==> src/include/acc_pkg.sv <==
/*
 * Constants for the comparator control block: register offsets, field
 * positions, reset values, interrupt modes and bus response codes.
 * Assumes a 32-bit AXI4-Lite register bus with byte addressing.
 */
package acc_pkg;

   // Bus
   localparam int          ADDR_W = 5;
   localparam int          DATA_W = 32;
   localparam logic [1:0]  RESP_OKAY   = 2'h0;
   localparam logic [1:0]  RESP_SLVERR = 2'h2;

   // Register offsets
   localparam logic [4:0]  OFS_CMP_CTRL  = 5'h00;
   localparam logic [4:0]  OFS_SFIO      = 5'h04;
   localparam logic [4:0]  OFS_CONV_CTRL = 5'h08;
   localparam logic [4:0]  OFS_CONV_MUX  = 5'h0c;

   // Comparator control and status fields
   localparam int          BIT_PWR_OFF  = 7;
   localparam int          BIT_BG_SEL   = 6;
   localparam int          BIT_RESULT   = 5;
   localparam int          BIT_FLAG     = 4;
   localparam int          BIT_IRQ_EN   = 3;
   localparam int          BIT_CAP_EN   = 2;
   localparam int          BIT_MODE_HI  = 1;
   localparam int          BIT_MODE_LO  = 0;

   // Other fields
   localparam int          BIT_MUX_EN   = 3;
   localparam int          BIT_CONV_EN  = 7;
   localparam int          CHAN_LSB     = 0;
   localparam int          CHAN_W       = 3;
   localparam int          PIN_COUNT    = 8;

   // Reset values
   localparam logic [7:0]  CMP_CTRL_RST  = 8'h00;
   localparam logic [7:0]  SFIO_RST      = 8'h00;
   localparam logic [7:0]  CONV_CTRL_RST = 8'h00;
   localparam logic [7:0]  CONV_MUX_RST  = 8'h00;

   // Interrupt modes
   localparam logic [1:0]  MODE_TOGGLE   = 2'h0;
   localparam logic [1:0]  MODE_RESERVED = 2'h1;
   localparam logic [1:0]  MODE_FALL     = 2'h2;
   localparam logic [1:0]  MODE_RISE     = 2'h3;

endpackage

==> src/include/acc_sync_if.sv <==
/*
 * Carrier between the synchroniser and the control logic.
 * Assumes both ends run on the same clock.
 */
interface acc_sync_if;
   logic raw;
   logic level;
   logic rise;
   logic fall;

   modport sync (input raw, output level, rise, fall);
   modport user (output raw, input level, rise, fall);
endinterface

==> src/design/acc_sync.sv <==
/*
 * Two-stage synchroniser for the raw comparator result, followed by a
 * previous-value stage that yields rise and fall pulses.
 * Assumes aclk is the system clock and the raw input is asynchronous.
 */
module acc_sync
   import acc_pkg::*;
(
   // Clock and reset
   input  wire logic aclk,
   input  wire logic aresetn,
   input  wire logic clk_en,
   // Carrier
   acc_sync_if.sync  sif
);

   typedef struct packed {
      logic stage1;
      logic stage2;
      logic prev;
   } acc_sync_state_type;

   acc_sync_state_type q;
   acc_sync_state_type d;

   always_comb begin
      d = q;
      if (!aresetn) begin
         d = '0;
      end else if (clk_en) begin
         d.stage1 = sif.raw;
         d.stage2 = q.stage1;
         d.prev   = q.stage2;
      end
   end

   always_ff @(posedge aclk) begin
      q <= d;
   end

   assign sif.level = q.stage2;
   assign sif.rise  = q.stage2 & ~q.prev;
   assign sif.fall  = ~q.stage2 & q.prev;

endmodule

==> src/design/acc_top.sv <==
/*
 * Digital control around an analog comparator: result synchronisation,
 * edge-triggered interrupt flag, request gating, input selection and
 * routing to a timer capture front end, all behind an AXI4-Lite slave.
 * Assumes the analog stage samples the select outputs directly and the
 * timer front end does its own noise cancelling and edge selection.
 */
// Added by the designer: the AXI4-Lite register port and the register offsets.


module acc_top
   import acc_pkg::*;
(
   // Clock, reset, enable
   input  wire logic                 aclk,
   input  wire logic                 aresetn,
   input  wire logic                 clk_en,
   // AXI4-Lite write address
   input  wire logic [ADDR_W-1:0]    s_axi_awaddr,
   input  wire logic                 s_axi_awvalid,
   output logic                      s_axi_awready,
   // AXI4-Lite write data
   input  wire logic [DATA_W-1:0]    s_axi_wdata,
   input  wire logic [DATA_W/8-1:0]  s_axi_wstrb,
   input  wire logic                 s_axi_wvalid,
   output logic                      s_axi_wready,
   // AXI4-Lite write response
   output logic [1:0]                s_axi_bresp,
   output logic                      s_axi_bvalid,
   input  wire logic                 s_axi_bready,
   // AXI4-Lite read address
   input  wire logic [ADDR_W-1:0]    s_axi_araddr,
   input  wire logic                 s_axi_arvalid,
   output logic                      s_axi_arready,
   // AXI4-Lite read data
   output logic [DATA_W-1:0]         s_axi_rdata,
   output logic [1:0]                s_axi_rresp,
   output logic                      s_axi_rvalid,
   input  wire logic                 s_axi_rready,
   // Analog comparator stage
   input  wire logic                 comparator_raw,
   output logic                      comparator_power_off,
   output logic                      bandgap_positive_select,
   output logic                      negative_pin_select,
   output logic [PIN_COUNT-1:0]      converter_pin_select,
   // Processor and timer side
   input  wire logic                 global_irq_enable,
   input  wire logic                 vector_ack,
   output logic                      irq_request,
   output logic                      capture_input,
   output logic                      comparator_result
);

   typedef struct packed {
      // Bus slave
      logic              aw_held;
      logic [ADDR_W-1:0] aw_addr;
      logic              w_held;
      logic [7:0]        w_data;
      logic              w_lane0;
      logic              bvalid;
      logic [1:0]        bresp;
      logic              rvalid;
      logic [1:0]        rresp;
      logic [7:0]        rdata;
      // Comparator control and status
      logic              pwr_off;
      logic              bg_sel;
      logic              flag;
      logic              irq_en;
      logic              cap_en;
      logic [1:0]        mode;
      // Loose bits
      logic              mux_en;
      logic              conv_en;
      logic [CHAN_W-1:0] chan;
      // Timer capture drive
      logic              capture;
      // Input steering
      logic              neg_sel;
      logic [PIN_COUNT-1:0] pin_sel;
   } acc_top_state_type;

   acc_top_state_type q;
   acc_top_state_type d;

   acc_sync_if sif ();

   logic event_hit;
   logic commit;
   logic flag_wclr;
   logic use_conv;
   logic [PIN_COUNT-1:0] pin_hot;
   logic [7:0] ctrl_rd;

   assign sif.raw = comparator_raw;

   acc_sync u_sync (
      .aclk    (aclk),
      .aresetn (aresetn),
      .clk_en  (clk_en),
      .sif     (sif)
   );

   // Event select
   always_comb begin
      event_hit = 1'b0;
      unique case (q.mode)
         MODE_TOGGLE: begin
            event_hit = sif.rise | sif.fall;
         end
         MODE_RESERVED: begin
            event_hit = 1'b0;
         end
         MODE_FALL: begin
            event_hit = sif.fall;
         end
         MODE_RISE: begin
            event_hit = sif.rise;
         end
      endcase
   end

   // Control register image; result bit is live
   always_comb begin
      ctrl_rd              = 8'h00;
      ctrl_rd[BIT_PWR_OFF] = q.pwr_off;
      ctrl_rd[BIT_BG_SEL]  = q.bg_sel;
      ctrl_rd[BIT_RESULT]  = sif.level;
      ctrl_rd[BIT_FLAG]    = q.flag;
      ctrl_rd[BIT_IRQ_EN]  = q.irq_en;
      ctrl_rd[BIT_CAP_EN]  = q.cap_en;
      ctrl_rd[BIT_MODE_HI] = q.mode[1];
      ctrl_rd[BIT_MODE_LO] = q.mode[0];
   end

   // Commit waits for a free response slot
   assign commit    = q.aw_held & q.w_held & ~q.bvalid;
   assign flag_wclr = commit & q.w_lane0 & (q.aw_addr == OFS_CMP_CTRL)
                      & q.w_data[BIT_FLAG];

   always_comb begin
      d = q;
      if (!aresetn) begin
         d         = '0;
         d.pwr_off = CMP_CTRL_RST[BIT_PWR_OFF];
         d.bg_sel  = CMP_CTRL_RST[BIT_BG_SEL];
         d.flag    = CMP_CTRL_RST[BIT_FLAG];
         d.irq_en  = CMP_CTRL_RST[BIT_IRQ_EN];
         d.cap_en  = CMP_CTRL_RST[BIT_CAP_EN];
         d.mode    = CMP_CTRL_RST[BIT_MODE_HI:BIT_MODE_LO];
         d.mux_en  = SFIO_RST[BIT_MUX_EN];
         d.conv_en = CONV_CTRL_RST[BIT_CONV_EN];
         d.chan    = CONV_MUX_RST[CHAN_LSB +: CHAN_W];
         d.neg_sel = ~(d.mux_en & ~d.conv_en);
      end else if (clk_en) begin
         // Response handshakes
         if (q.bvalid && s_axi_bready) begin
            d.bvalid = 1'b0;
         end
         if (q.rvalid && s_axi_rready) begin
            d.rvalid = 1'b0;
         end

         // Address and data taken in either order
         if (s_axi_awvalid && !q.aw_held) begin
            d.aw_held = 1'b1;
            d.aw_addr = s_axi_awaddr;
         end
         if (s_axi_wvalid && !q.w_held) begin
            d.w_held  = 1'b1;
            d.w_data  = s_axi_wdata[7:0];
            d.w_lane0 = s_axi_wstrb[0];
         end

         // Write once both halves are held
         if (commit) begin
            d.aw_held = 1'b0;
            d.w_held  = 1'b0;
            d.bvalid  = 1'b1;
            d.bresp   = RESP_OKAY;
            unique case (q.aw_addr)
               OFS_CMP_CTRL: begin
                  if (q.w_lane0) begin
                     d.pwr_off = q.w_data[BIT_PWR_OFF];
                     d.bg_sel  = q.w_data[BIT_BG_SEL];
                     d.irq_en  = q.w_data[BIT_IRQ_EN];
                     d.cap_en  = q.w_data[BIT_CAP_EN];
                     d.mode    = q.w_data[BIT_MODE_HI:BIT_MODE_LO];
                  end
               end
               OFS_SFIO: begin
                  if (q.w_lane0) begin
                     d.mux_en = q.w_data[BIT_MUX_EN];
                  end
               end
               OFS_CONV_CTRL: begin
                  if (q.w_lane0) begin
                     d.conv_en = q.w_data[BIT_CONV_EN];
                  end
               end
               OFS_CONV_MUX: begin
                  if (q.w_lane0) begin
                     d.chan = q.w_data[CHAN_LSB +: CHAN_W];
                  end
               end
               default: begin
                  d.bresp = RESP_SLVERR;
               end
            endcase
         end

         // Read answered one cycle after the address is taken
         if (s_axi_arvalid && !q.rvalid) begin
            d.rvalid = 1'b1;
            d.rresp  = RESP_OKAY;
            d.rdata  = 8'h00;
            unique case (s_axi_araddr)
               OFS_CMP_CTRL: begin
                  d.rdata = ctrl_rd;
               end
               OFS_SFIO: begin
                  d.rdata[BIT_MUX_EN] = q.mux_en;
               end
               OFS_CONV_CTRL: begin
                  d.rdata[BIT_CONV_EN] = q.conv_en;
               end
               OFS_CONV_MUX: begin
                  d.rdata[CHAN_LSB +: CHAN_W] = q.chan;
               end
               default: begin
                  d.rresp = RESP_SLVERR;
               end
            endcase
         end

         // Flag: a new event beats any clear in the same cycle
         if (event_hit) begin
            d.flag = 1'b1;
         end else if (flag_wclr || vector_ack) begin
            d.flag = 1'b0;
         end

         // Timer capture path and input steering
         d.capture = q.cap_en & sif.level;
         d.neg_sel = ~use_conv;
         d.pin_sel = pin_hot;
      end
   end

   always_ff @(posedge aclk) begin
      q <= d;
   end

   // Bus outputs
   // Readies stay low while frozen, so nothing is taken then
   assign s_axi_awready = clk_en & ~q.aw_held;
   assign s_axi_wready  = clk_en & ~q.w_held;
   assign s_axi_arready = clk_en & ~q.rvalid;
   assign s_axi_bvalid  = q.bvalid;
   assign s_axi_bresp   = q.bresp;
   assign s_axi_rvalid  = q.rvalid;
   assign s_axi_rresp   = q.rresp;
   assign s_axi_rdata   = {{(DATA_W-8){1'b0}}, q.rdata};

   // Analog and system outputs
   assign comparator_power_off    = q.pwr_off;
   assign bandgap_positive_select = q.bg_sel;
   assign use_conv                = q.mux_en & ~q.conv_en;
   assign negative_pin_select     = q.neg_sel;
   assign converter_pin_select    = q.pin_sel;
   // Level request; the vector handshake lives on the processor side
   assign irq_request = q.flag & q.irq_en & global_irq_enable;
   assign capture_input     = q.capture;
   assign comparator_result = sif.level;

   // One-hot converter pin steering
   for (genvar i = 0; i < PIN_COUNT; i++) begin : g_pin
      assign pin_hot[i] =
         use_conv & (q.chan == CHAN_W'(i));
   end

endmodule

==> config.mk <==
export PLATFORM = sky130hd
export DESIGN_NAME = acc_top
export DESIGN_NICKNAME = d
export VERILOG_FILES = /design/src/include/acc_pkg.sv /design/src/include/acc_sync_if.sv /design/src/design/acc_sync.sv /design/src/design/acc_top.sv
export SDC_FILE = /design/constraint.sdc
export NUM_CORES = 1
export LEC_CHECK = 0
export BUFFER_PORTS_ARGS = -buffer_cell sky130_fd_sc_hd__buf_2
export CAP_MARGIN = 0
export CORE_MARGIN = 2
export CORE_UTILIZATION = 51
export CTS_BUF_LIST = sky130_fd_sc_hd__clkbuf_4 sky130_fd_sc_hd__clkbuf_8 sky130_fd_sc_hd__clkbuf_16
export CTS_CLUSTER_DIAMETER = 200
export CTS_CLUSTER_SIZE = 16
export DETAILED_ROUTE_END_ITERATION = 16
export PLACE_DENSITY = 0.88
export SLEW_MARGIN = 20
export SYNTH_ARGS = -nofsm -noshare
export SYNTH_HDL_FRONTEND = slang
export SYNTH_SLANG_ARGS = --single-unit
==> constraint.sdc <==
create_clock -name aclk -period 3.37 [get_ports aclk]
set_clock_uncertainty 0.2 [all_clocks]
set_input_delay 0.5055 -clock aclk [delete_from_list [all_inputs] [get_ports aclk]]
set_output_delay 0.5055 -clock aclk [all_outputs]
set_load 0.01 [all_outputs]
==> results.md <==
- Status: finished clean
- Crit path launch: clk_en
- ANT nets after route: 0
- Cell variety after synth: 40
- CP Capture Type: output port
- Cell area power density: 403 nW/um^2
- Sequential cell area: 1040 um^2
- Critical Path End: s_axi_arready
- Synthesis-to-layout area growth: 6.25%
- Post-CTS Hold Fix Bufs: 0
- Clock power share: 33.5%
- Pre-Repair DR Iteration Count: 4
- CP max stage cell: clkinv_1
- Slew Limit Headroom: 44.2%
- Ys flop type: dfxtp_1
- Starting DRT DRC Count: 137
- Routed vias/inst: 4.90
- Starting Density: 54.0%
- Dpl hpwl: 3540 um
- Area leader, netlist: dfxtp_1
- Leakage power: 1.28 nW
- Routed len/inst: 12.7 um
- Ratio of cells with drive above 1 in the final layout: 22.8%
- H-tree depth: 2
- Post-CTS Setup Bufs: 0
- Synth top area cells: dfxtp_1, buf_4, mux2i_1
- Synthesized instance count: 281
- All-Layer GR Usage: 17.8%
- Io pins: 112
- Deepest clock path buffer count: 2
- Sw Ratio: 23.5%
- Reg-to-Reg Start: u_sync.sif.level
- WP data required: 2660 ps
- CP arrival: 1520 ps
- EDFF count, synth: 0
- Actual slew at the worst max-slew pin: 838 ps
- Avg Cell Area, Syn: 9.26 um^2
- Hold Path Class: input pin to flop
- Global-route wire length before repair: 7650 um
- Slew Limit Fails: 0
- Sequential power share: 57.3%
- Die H: 75.4 um
- DP Worst Slack: 1160 ps
- Routability cong.: 0.781
- Worst-Skew Late Latency: 300 ps
- Die area: 5690 um^2
- Area of the multi-input gates: 1230 um^2
- Largest net degree at the start of global routing: 60
- Post-Route Setup TNS: 0 ps
- GR Overflow Total: 0
- Fill cell count: 422
- Clock Sinks: 52
- Root Driver: clkbuf_8
- Most frequent CP cell: buf_2
- Port Buf Inserts: 57
- Vias in the first global route: 1,603
- Vias: 1,856
- Synth warn: 0
- Final count of negative-setup-slack endpoints: 0
- Routed WL: 4820 um
- Core Box Area: 4820 um^2
- Die width: 75.4 um
- Kind of critical path: input pin to output port
- CP peak stage delay: 360 ps
- Cell Area, Synth: 2600 um^2
- CP max FO: 21
- Critical path launch point type: input pin
- Worst-path cell chain: buf_2 > clkinv_1 > nor2_1 > buf_2
- DRC viols: 0
- Most common cell in the synthesized netlist: dfxtp_1
- Post-synth top cells: dfxtp_1, buf_4, nand2_1
- Top-area cell type share of the netlist area: 40.0%
- Number of synthesized register bits: 52
- Final Critical Period: 2230 ps
- P_sw: 0.262 mW
- Clk slew on worst S/H paths: 80 ps
- Initial antenna violation count: 0
- Hold Vio Cnt, Final: 0
- Register-to-register setup slack: 1770 ps
- R2R cell count: 5
- Worst vdd ir: 0.289 mV
- Cell internal pwr: 0.853 mW
- RSZ-0062 raised after global routing: no
- NumNets Final: 370
- Post-synth ARST share: 0%
- Worst reg2reg path endpoint: ctrl_rd[4]
- CTS tree: done
- Max-Cap Viols: 0
- Final worst setup slack: 1140 ps
- Tcrit/Tclk final: 66.1%
- Row Count: 25
- Antenna fix cells: 0
- Sequential share of the synthesized area: 40.0%
- Max Clk Rate: 0.449 GHz
- PostCTS Resize Cnt: 0
- Comb pwr share: 9.2%
- Worst hold slack: 253 ps
- TritonCTS Buffers: 5
power groups by stage:
stage | clock (mW) | sequential, mW | combinational, mW
final | 0.373 | 0.639 | 0.102
after global routing | 0.406 | 0.641 | 0.116
after CTS | 0.382 | 0.639 | 0.103
after detailed placement | 0 | 0.653 | 0.103
after global placement | 0 | 0.652 | 0.0994
after floorplan | 0 | 0.650 | 0.0974
kinds of logic after synthesis:
family	after synthesis	share of synthesized area, %
mux	29	11.3
simple gates	101	22.7
flops	52	40.0
other cells	1	0.144
fa+ha+maj	2	0.962
buf+inv	65	16.2
compound gates	31	8.80
per-layer routing:
| layer | up-vias | track usage [%] | part of all wire [%] |
|---|---|---|---|
| met2 | 61 | 29.2 | 49 |
| met3 | 6 | 5.56 | 6.9 |
| met1 | 847 | 22.0 | 42 |
| li1 | 942 | - | - |
| met5 | - | 0 | 0 |
| met4 | 0 | 6.63 | 1.3 |
registers in the layout, summed over array words and instances (netlist names), 2 cells and up:
signal / flops
converter_pin_select: 8
ctrl_rd: 5
q: 20
s_axi_rdata: 8
u_sync.q: 2
cell type report:
class                           count  share of cell area [%]
Sequential cell                    52                    37.7
Clock buffer                        8                    3.53
Timing Repair Buffer               57                    10.3
Tap cell                           67                    3.03
Inverter                            6                   0.815
Multi-Input combinational cell    189                    44.6
per-stage QoR:
step / instance area [um^2] / total power [mW] / std cells / util [%]
6_report: 2760 / 1.11 / 379 / 57.4
3_5_place_dp: 2670 / 0.756 / 371 / 55.4
2_1_floorplan: 2700 / 0.748 / 306 / -
5_1_grt: 2760 / 1.16 / 379 / 57.4
3_3_place_gp: 2670 / 0.751 / 371 / 55.4
4_1_cts: 2760 / 1.12 / 379 / 57.4
critical path: cells and delay by family:
family | cells | cell delay (ps)
AND/OR/NAND/NOR | 1 | 180
buffers and inverters | 3 | 830
cell usage in the layout, fill, tap and decap left out, types with 5 or more instances in the layout:
master and count:
buf_2 57, conb_1 26, a21boi_0 11, nand2_1 32, nand4b_1 5, inv_1 5
nor2b_1 26, mux2i_1 27, dfxtp_1 52, nor2_1 6, clkbuf_8 6
how the worst min path moves through the flow:
stage          slack (ps)  cells after the start                       to            start
2_1_floorplan         230                      2  bandgap_positive_select            q[43]
3_3_place_gp          250                      2  bandgap_positive_select            q[43]
3_5_place_dp          260                      2           s_axi_rdata[5]   s_axi_rdata[5]
4_1_cts               250                      3                    q[46]  s_axi_awaddr[0]
5_1_grt               250                      3                    q[36]   s_axi_wstrb[0]
6_report              250                      3                    q[46]  s_axi_awaddr[0]
Note: power is estimated with default switching activity, not from simulation.
